<file path="src/rtl/abx_params.svh">
`ifndef ABX_PARAMS_SVH
`define ABX_PARAMS_SVH
`define ABX_FILE_AW 7
`define ABX_FILE_MAX 127
`define ABX_PC_W 15
`define ABX_OFS_W 9
`define ABX_ACC_RST 8'h00
`define ABX_PC_RST 15'h0000
`define ABX_SLOW_CYCLES 2
`endif

</file>
<file path="src/rtl/abx_pkg.sv">
package abx_pkg;
   typedef enum logic [2:0] {
      ABX_OP_ADD = 3'h0,
      ABX_OP_ADDC = 3'h1,
      ABX_OP_ASR = 3'h2,
      ABX_OP_BCLR = 3'h3,
      ABX_OP_BTSC = 3'h4,
      ABX_OP_BRA = 3'h5
   } abx_op_t;
   typedef enum logic [0:0] {
      ABX_ST_RUN = 1'b0,
      ABX_ST_NOP = 1'b1
   } abx_state_t;
endpackage : abx_pkg

</file>
<file path="src/rtl/abx_core.sv">
`timescale 1ns/10ps
`include "abx_params.svh"
module abx_core #(
   parameter int AW = `ABX_FILE_AW,
   parameter int PW = `ABX_PC_W
) (
   // Clock and reset
   input wire logic clk,
   input wire logic rst_b,
   input wire logic clk_en,
   // Instruction issue
   input wire logic issue,
   input wire abx_pkg::abx_op_t op,
   input wire logic [AW-1:0] file_addr,
   input wire logic dest_sel,
   input wire logic [2:0] bit_sel,
   input wire logic [`ABX_OFS_W-1:0] branch_ofs,
   // Architectural state
   output logic [7:0] acc,
   output logic carry_flag,
   output logic digit_carry_flag,
   output logic zero_flag,
   output logic [PW-1:0] program_counter,
   output logic busy
);
   import abx_pkg::*;

   // Offset width, kept local so the extension below reads plainly
   localparam int OW = `ABX_OFS_W;

   // Data memory, one word per file address
   logic [7:0] mem [0:(1<<AW)-1];

   // Accumulator and its next value
   logic [7:0] acc_r;
   logic [7:0] acc_nxt;

   // Status flags and their next values
   logic c_r;
   logic c_nxt;
   logic dc_r;
   logic dc_nxt;
   logic z_r;
   logic z_nxt;

   // Program counter and its next value
   logic [PW-1:0] pc_r;
   logic [PW-1:0] pc_nxt;

   // Sequencer state
   abx_state_t st_r;
   abx_state_t st_nxt;

   // Opcode decode; undefined codes only advance the counter
   wire is_add = (op == ABX_OP_ADD);
   wire is_addc = (op == ABX_OP_ADDC);
   wire is_asr = (op == ABX_OP_ASR);
   wire is_bclr = (op == ABX_OP_BCLR);
   wire is_btsc = (op == ABX_OP_BTSC);
   wire is_bra = (op == ABX_OP_BRA);
   wire is_sum = is_add || is_addc;
   wire is_alu = is_sum || is_asr; // Ops that yield an 8-bit result

   // Issue qualification; the second cycle of a slow op is a dead slot
   wire in_run = (st_r == ABX_ST_RUN);
   wire go = clk_en && issue && in_run;
   wire go_sum = go && is_sum;
   wire go_asr = go && is_asr;
   wire go_alu = go && is_alu;

   // File operand and the chosen bit
   wire [7:0] fop = mem[file_addr];
   wire [7:0] bit_mask = 8'h01 << bit_sel;
   wire bit_val = fop[bit_sel];

   // Adder; low nibble summed apart so its carry gives the digit carry
   wire cin = is_addc ? c_r : 1'b0;
   wire [4:0] lo_sum = {1'b0, acc_r[3:0]} + {1'b0, fop[3:0]} + {4'h0, cin};
   wire [8:0] full_sum = {1'b0, acc_r} + {1'b0, fop} + {8'h00, cin};
   wire [7:0] sum_res = full_sum[7:0];
   wire sum_c = full_sum[8];
   wire sum_dc = lo_sum[4];

   // Shifter; the sign bit repeats so signed values halve correctly
   wire [7:0] shr = {fop[7], fop[7:1]};
   wire shr_c = fop[0];

   // Bit clear; only the masked bit falls
   wire [7:0] bclr = fop & ~bit_mask;

   // Result select and zero test
   wire [7:0] result = is_sum ? sum_res : shr;
   wire res_zero = (result == 8'h00);

   // Destination routing; bit clear always writes back to the file
   wire wr_acc = go_alu && !dest_sel;
   wire wr_file = go && ((is_alu && dest_sel) || is_bclr);
   wire [7:0] file_wdata = is_bclr ? bclr : result;

   // Two-cycle decision; a set tested bit keeps the skip test to one cycle
   wire skip = is_btsc && !bit_val;
   wire slow = is_bra || skip;

   // Counter arithmetic; offset sign-extended to counter width, wraps silently
   wire [PW-1:0] pc_inc = pc_r + {{(PW-1){1'b0}}, 1'b1};
   wire [PW-1:0] ofs_ext = {{(PW-OW){branch_ofs[OW-1]}}, branch_ofs};
   wire [PW-1:0] pc_bra = pc_inc + ofs_ext;

   // Next accumulator
   assign acc_nxt = wr_acc ? result : acc_r;

   // Next carry: adds and the shift write it, all else keeps it
   assign c_nxt = go_sum ? sum_c : (go_asr ? shr_c : c_r);

   // Next digit carry; the shift leaves it alone
   assign dc_nxt = go_sum ? sum_dc : dc_r;

   // Next zero flag; bit ops, skips and branches keep it
   assign z_nxt = go_alu ? res_zero : z_r;

   // Next counter; branch target or plain increment
   assign pc_nxt = go ? (is_bra ? pc_bra : pc_inc) : pc_r;

   // State for the two-cycle instructions
   always_comb begin
      st_nxt = st_r;
      case (st_r)
         ABX_ST_RUN: begin
            if (go && slow) begin
               st_nxt = ABX_ST_NOP;
            end
         end
         ABX_ST_NOP: begin
            if (clk_en) begin
               st_nxt = ABX_ST_RUN;
            end
         end
         default: st_nxt = ABX_ST_RUN;
      endcase
   end

   // Data memory has no reset; plain always so a bench may preload words
   always @(posedge clk) begin
      if (wr_file) begin
         mem[file_addr] <= file_wdata;
      end
   end

   // Sequencer state
   always_ff @(posedge clk or negedge rst_b) begin
      if (!rst_b) begin
         st_r <= ABX_ST_RUN;
      end else if (clk_en) begin
         st_r <= st_nxt;
      end
   end

   // Accumulator
   always_ff @(posedge clk or negedge rst_b) begin
      if (!rst_b) begin
         acc_r <= `ABX_ACC_RST;
      end else if (clk_en) begin
         acc_r <= acc_nxt;
      end
   end

   // Carry flag
   always_ff @(posedge clk or negedge rst_b) begin
      if (!rst_b) begin
         c_r <= 1'b0;
      end else if (clk_en) begin
         c_r <= c_nxt;
      end
   end

   // Digit carry flag
   always_ff @(posedge clk or negedge rst_b) begin
      if (!rst_b) begin
         dc_r <= 1'b0;
      end else if (clk_en) begin
         dc_r <= dc_nxt;
      end
   end

   // Zero flag
   always_ff @(posedge clk or negedge rst_b) begin
      if (!rst_b) begin
         z_r <= 1'b0;
      end else if (clk_en) begin
         z_r <= z_nxt;
      end
   end

   // Program counter
   always_ff @(posedge clk or negedge rst_b) begin
      if (!rst_b) begin
         pc_r <= `ABX_PC_RST;
      end else if (clk_en) begin
         pc_r <= pc_nxt;
      end
   end

   // Outputs straight from the registers

   assign acc = acc_r;
   assign carry_flag = c_r;
   assign digit_carry_flag = dc_r;
   assign zero_flag = z_r;
   assign program_counter = pc_r;
   assign busy = (st_r == ABX_ST_NOP); // Second cycle acts as no-op
endmodule : abx_core

</file>
<file path="config.mk">
export PLATFORM = sky130hd
export DESIGN_NAME = abx_core
export DESIGN_NICKNAME = d
export VERILOG_FILES = /design/src/rtl/abx_pkg.sv /design/src/rtl/abx_core.sv
export VERILOG_INCLUDE_DIRS = /design/src /design/src/rtl
export SDC_FILE = /design/constraint.sdc
export NUM_CORES = 1
export LEC_CHECK = 0
export ABC_AREA = 1
export BUFFER_PORTS_ARGS = -buffer_cell sky130_fd_sc_hd__buf_4
export CAP_MARGIN = 40
export CORE_MARGIN = 2
export CORE_UTILIZATION = 57
export DETAILED_ROUTE_END_ITERATION = 16
export PLACE_DENSITY_LB_ADDON = 0.12
export SYNTH_ARGS = -nofsm -noshare
export SYNTH_HDL_FRONTEND = slang
export SYNTH_SLANG_ARGS = --single-unit
</file>
<file path="constraint.sdc">
create_clock -name clk -period 8.6 [get_ports clk]
set_input_delay 0.86 -clock clk [delete_from_list [all_inputs] [get_ports clk]]
set_output_delay 0.86 -clock clk [all_outputs]
set_load 0.05 [all_outputs]
</file>
==> flow_summary.toml, run 1 <==
[power_and_ir_drop]
pwr_density_cell_nw_per_um2 = 234
power.leakage_nw = 21.2
ir_drop_uv = 230

[floorplan]
die_w_um = 288
std_cell_rows = 104
dieArea_um2 = 83100
core_area_um2 = 80300
start_util = 0.574
num_io_pins = 54
die_y_um = 288

[yosys]
synth_top_family_by_area = "simple AND/OR/NAND/NOR gates"
synth_xor_area_frac = 0.00285
yosys.area_share.simple = 0.208
synth_fp_nets = 4521
synth-edff-count = 1024
synthCells = 4469
ys_seq_area_frac = 0.682
synth_compound_area_frac = 0.0398
synth_flop_cell = "edfxtp_1"
synth_seq_cells = 1051
synth_area_um2 = 46100
yosysWarnings = 0
synthMuxAreaShare = 0.000217
ys_types = 41
synth_fa_ha_area_frac = 0.00728
syn_area_per_cell_um2 = 10.3
async_reset_ff_frac = 0.0257

[detailed_routing]
routed_wirelength_mm = 120
drt_iter0_drc = 3470
wl_per_cell_um = 21.0
viasPerCell = 5.49
postRouteAntennaNets = 0
drc = 0
dr.pass1.iters = 6
via_count = 31200

[status]
status = "complete, no violations"

[placement]
place_congestion = 0.906
dpl_worst_slack_ns = 1.81
dp_hpwl_mm = 72.4
portBuffers = 53

[critical_path]
critical_path.startpoint_type = "input port"
timing.rr.start = "mem[114][0]"
reg2reg_depth = 23
critPathCaptureType = "register"
rrSetupSlack_ns = 3.44
r2r_end = "mem[127][6]"
criticalPathCategory = "in2reg"
crit_required_ns = 8.96
cp_max_fo = 128
cp.arrival_ns = 6.73

[finish]
area_delta_synth_final_pct = 12.1
layout-drive-gt1-share = 0.101
nNetsFinal = 4602
antenna_cells = 0
fillCellCount = 6310

[grt]
grt_max_degree = 184
grt_usage = 0.289
grt_pass1_vias = 29600
grt_antenna_before_repair = 2
overflow = 0
grt_pass1_wl_mm = 179

[worst_hold_path]
hold_class = "in2async"

[timing]
min_period_over_period = 0.741
drv_slew = 0
final.setup.tns_ns = 0
setup_viol = 0
max_slew_margin = 0.342
fin_ws_ns = 2.23
holdWs_ns = 0.113
clock.fmax_mhz = 157
finClkSkew_ns = 0.0229
hold_violations = 0
min_period_ns = 6.37
tightest_slew_ns = 0.987
rsz0062_at_grt = "no"

[clock_network]
cts_hold_buf = 0
cts-htree-levels = 3
clk_latency_ns = 0.67
clk_path_buf_depth = 3
post_cts_buffers = 0
cts.clk_slew.worst_paths_ns = 0.06
root_buffer = "clkbuf_16"
cts_resized = 0
cts_buffers = 108
cts_sinks = 1051
cts_tree = "done"

[flow_run]
cap_violations = 0
[cells in the mapped netlist, drive strengths merged, types with 11 or more instances]
library cell  instances  area (um2)
dfrtp                27         676
nand3               254        1270
buf                 110         579
or2                 125         782
nand2              1453        5460
o211ai               90         676
a21oi                44         220
inv                 484        1820
xor2                 11        96.3
edfxtp             1024       30700
clkbuf               92         345
nor2                531        2000
o21ai               159         800
ha                   22         275
[cell families (layout without fill, tap and decap cells)]
kind of cell	after synthesis	count (layout)
DFF	1051	1051
muxes	1	1
and+or+nand+nor	2375	2375
adders and majority gates	25	25
AOI/OAI and AO/OA	313	313
buffers and inverters	689	856
xor gates and xnor gates	15	15
[critical path, cell delays in order]
cell and delay (ns):
buf_4 0.39, buf_4 0.62, nor2_4 0.31, buf_4 0.30
o211ai_1 0.11, nand2_1 0.07, o21ai_0 0.25, nand2_1 0.15
nor2_1 0.12, nor2_1 0.07, nor2_1 0.36, nand2_1 0.27
fa_1 0.47, fa_1 0.44, nand2_1 0.10, nand2_1 0.06
a21oi_1 0.20, or2_2 0.16, nand2_1 0.05, a21oi_1 0.16
or2_2 0.15, nand3_1 0.06, nand2_1 0.13, nand2_1 0.09
o21ai_4 0.09, buf_12 0.49
[placed cells by master (no fill, tap or decap), types with 5 or more instances in the layout]
cell and instances:
nand3_1 254, buf_16 5, o21ai_0 149, buf_4 155
ha_1 22, o21ai_4 5, clkbuf_1 19, edfxtp_1 1024
clkinvlp_4 8, nor2_1 525, or2_2 117, nand2_1 1452
dfrtp_1 27, or2_0 6, xor2_1 11, clkinv_2 22
clkbuf_16 109, a21oi_1 44, clkinv_1 24, o211ai_1 90
bufinv_16 12, a31oi_1 9, buf_12 12, inv_1 481
nor3_1 5
[per-layer routing]
metal  wire, um  track usage  share of wire
met2      55800        0.466           0.47
met4       4030       0.0986          0.034
met3      10200       0.0416          0.086
met1      49600        0.406           0.41
met5          0            0              0
[power breakdown]
| group | leakage (nW) | internal, mW | switching, mW |
|---|---|---|---|
| sequential | 9.61 | 5.90 | 0.0527 |
| clock | 1.69 | 2.70 | 1.92 |
| combinational | 9.92 | 0.408 | 1.13 |
| total | 21.2 | 9.01 | 3.10 |
[state kept, by name, indices dropped and copies added (netlist names)]
signal,cells
mem,1024
zero_flag,1
busy,1
carry_flag,1
acc,8
digit_carry_flag,1
program_counter,15
[layout make-up]
class / instances / area [um2] / share of cell area
clock buffers: 131 / 2840 / 0.0550
multi-input cells: 2729 / 12000 / 0.233
clock inverters: 65 / 638 / 0.0124
inverters: 487 / 1840 / 0.0355
flip-flops and latches: 1051 / 31400 / 0.608
well taps: 1060 / 1330 / 0.0257
repair buffers: 173 / 1560 / 0.0301
[through the flow]
stage / area, um2 / util / instances / total power [mW]
final: 51700 / 0.643 / 5696 / 12.1
after global routing: 51700 / 0.643 / 5696 / 12.5
after CTS: 51600 / 0.643 / 5695 / 12.2
after detailed placement: 48200 / 0.600 / 5499 / 7.59
after global placement: 47700 / 0.595 / 5455 / 7.54
after floorplan: 46100 / - / 4469 / 7.07
[worst max path at each step]
stage / start / end / slack, ns
floorplan: file_addr[2] / mem[0][7] / 0.12
finish: file_addr[1] / mem[127][6] / 2.23
global placement: file_addr[1] / mem[98][1] / 1.84
detailed placement: file_addr[1] / mem[126][6] / 1.81
global route: file_addr[1] / mem[125][6] / 1.90
CTS: file_addr[1] / mem[124][6] / 2.44
Note: power is estimated with default switching activity, not from simulation.
==> run 2: changes to the inputs <==
--- a/config.mk
+++ b/config.mk
@@ -6,11 +6,11 @@
 export SDC_FILE = /design/constraint.sdc
 export NUM_CORES = 1
 export LEC_CHECK = 0
-export ABC_AREA = 1
+export ABC_AREA = 0
 export BUFFER_PORTS_ARGS = -buffer_cell sky130_fd_sc_hd__buf_4
 export CAP_MARGIN = 40
 export CORE_MARGIN = 2
-export CORE_UTILIZATION = 57
+export CORE_UTILIZATION = 60
 export DETAILED_ROUTE_END_ITERATION = 16
 export PLACE_DENSITY_LB_ADDON = 0.12
 export SYNTH_ARGS = -nofsm -noshare
==> constraint.sdc (replaced) <==
create_clock -name clk -period 6.3 [get_ports clk]
set_input_delay 0.63 -clock clk [delete_from_list [all_inputs] [get_ports clk]]
set_output_delay 0.63 -clock clk [all_outputs]
set_load 0.05 [all_outputs]
==> flow_summary.toml, run 2 <==
[critical_path]
critPathCaptureType = "register"
cp.arrival_ns = 5.92
criticalPathCategory = "in2reg"
reg2reg_depth = 19
critical_path.startpoint_type = "input port"
cp_max_fo = 64
crit_required_ns = 6.65

[yosys]
ys_top_cells_by_area = "edfxtp_1, mux4_2, mux2_2, nor2_1, mux2i_1"
synth_xor_area_frac = 0.00637
synthCells = 2415
async_reset_ff_frac = 0.0257
synth_top_family_by_area = "multiplexers"
synth_fp_nets = 2467
synth_top_area_cell = "edfxtp_1"
synth.most_common_cell = "edfxtp_1"
yosysWarnings = 0
synth_compound_area_frac = 0.0721
synthMuxAreaShare = 0.114
synth_area_um2 = 42600
ys_types = 76
synth_flop_cell = "edfxtp_1"
syn_area_per_cell_um2 = 17.6
synthTopCellsByCount = "edfxtp_1, nor2_1, mux4_2"
yosys.area_share.simple = 0.0453
ys_seq_area_frac = 0.738
synth_fa_ha_area_frac = 0.00787
synth-edff-count = 1024
synth_seq_cells = 1051
post-synth-top-area-fraction = 0.722

[timing]
drv_slew = 0
setup_viol = 0
finClkSkew_ns = 0.0411
hold_violations = 0
min_period_ns = 5.57
min_period_over_period = 0.884
clock.fmax_mhz = 179
holdWs_ns = 0.328
final.setup.tns_ns = 0
fin_ws_ns = 0.728
max_slew_margin = 0.359
tightest_slew_ns = 0.958
rsz0062_at_grt = "no"

[clock_network]
cts.clk_slew.worst_paths_ns = 0.06
cts_tree = "done"
cts_buffers = 101
post_cts_buffers = 0
root_buffer = "clkbuf_16"
cts_sinks = 1051
clk_latency_ns = 0.69
clk_path_buf_depth = 3
cts-htree-levels = 3

[power_and_ir_drop]
ir_drop_uv = 267
pwr_density_cell_nw_per_um2 = 338
power.leakage_nw = 16.1
finalPower_mw = 16.4

[grt]
overflow = 0
grt_antenna_before_repair = 1
grt_pass1_vias = 24200
grt_usage = 0.320
grt_pass1_wl_mm = 169
grt_max_degree = 129

[detailed_routing]
routed_wirelength_mm = 116
viasPerCell = 6.83
drt_iter0_drc = 3833
postRouteAntennaNets = 0
via_count = 25000
drc = 0
dr.pass1.iters = 7
wl_per_cell_um = 31.7

[placement]
place_inst = 3465
place_congestion = 0.970
portBuffers = 53
dp_hpwl_mm = 77.7
dpl_worst_slack_ns = 0.333

[finish]
layout-drive-gt1-share = 0.234
layout_common_cells = "edfxtp_1, buf_4, nor2_1, mux4_2, nand2_1"
final_common_cell = "edfxtp_1"
largest_reg_flops = 1024
fillCellCount = 4605
nNetsFinal = 2685
area_delta_synth_final_pct = 14.2
finalNonFillerCells = 3652
regMostFlops = "mem"

[flow_run]
cap_violations = 0

[status]
status = "complete, no violations"

[worst_hold_path]
hold_depth = 4
hold_class = "in2reg"

[floorplan]
num_io_pins = 54
start_util = 0.607
die_w_um = 270
die_y_um = 270
std_cell_rows = 97
dieArea_um2 = 73100
core_area_um2 = 70100
-- run 2: per-layer routing --
layer	routed length, um	track usage	share of wire
met5	0	0	0
met3	13300	0.0636	0.11
met2	53300	0.482	0.46
met4	5200	0.132	0.045
met1	44100	0.466	0.38
-- run 2: layout make-up --
class	instances	area, um2	share of cell area
Antenna cell	1	2.50	0.0000514
Sequential cell	1051	31400	0.646
Tap cell	940	1180	0.0242
Clock inverter	60	571	0.0117
Timing Repair Buffer	252	2230	0.0459
Inverter	18	67.6	0.00139
Clock buffer	121	2620	0.0539
Multi-Input combinational cell	1209	10600	0.217
-- run 2: what timing repair did --
| item | 4_1_cts | 5_1_grt |
|---|---|---|
| gates resized for setup | 0 | 0 |
| hold buffers | 1 | 0 |
| endpoints found under the hold margin | 27 | 0 |
-- run 2: cells by family (layout without fill, tap and decap cells) --
logic type      count (synthesis)  after routing
simple gates                  438            438
mux                           289            289
xor+xnor                       31             31
other cells                     0              1
compound gates                426            426
flops                        1051           1051
buf+inv                       155            451
fa+ha+maj                      25             25
-- run 2: worst max-delay path, stage by stage --
cell      delay (ns)
buf_6           0.32
and2_1          0.48
buf_4           0.31
buf_4           0.25
a221oi_1        0.13
a211oi_1        0.48
or4_1           0.19
a31oi_1         0.15
buf_4           0.22
fa_1            0.41
fa_1            0.45
a21o_1          0.19
a21oi_1         0.21
inv_1           0.09
a21o_1          0.18
a21oi_1         0.22
xor2_1          0.20
o21ai_0         0.13
mux2_4          0.34
buf_12          0.18
-- run 2: final timing paths --
path                                     start             endpoint  slack [ns]
setup / recovery                  file_addr[1]           mem[47][6]        0.73
hold / removal                          clk_en                 busy        0.33
setup reg to reg                   mem[122][0]           mem[47][6]        1.14
hold reg to reg            program_counter[14]  program_counter[14]        0.47
max in group asynchronous                rst_b   program_counter[8]        5.58
min in group asynchronous                rst_b  program_counter[13]        0.44
-- run 2: through the flow --
step / cell area, um2 / utilization
finish: 48700 / 0.694
global route: 48600 / 0.694
CTS: 48600 / 0.693
detailed placement: 45400 / 0.647
global placement: 44700 / 0.637
floorplan: 42600 / -
-- run 2: where the power goes --
group / internal (mW) / switching (mW) / total, mW
Clock: 3.33 / 2.55 / 5.88
Sequential: 8.20 / 0.0938 / 8.30
Combinational: 0.703 / 1.55 / 2.25
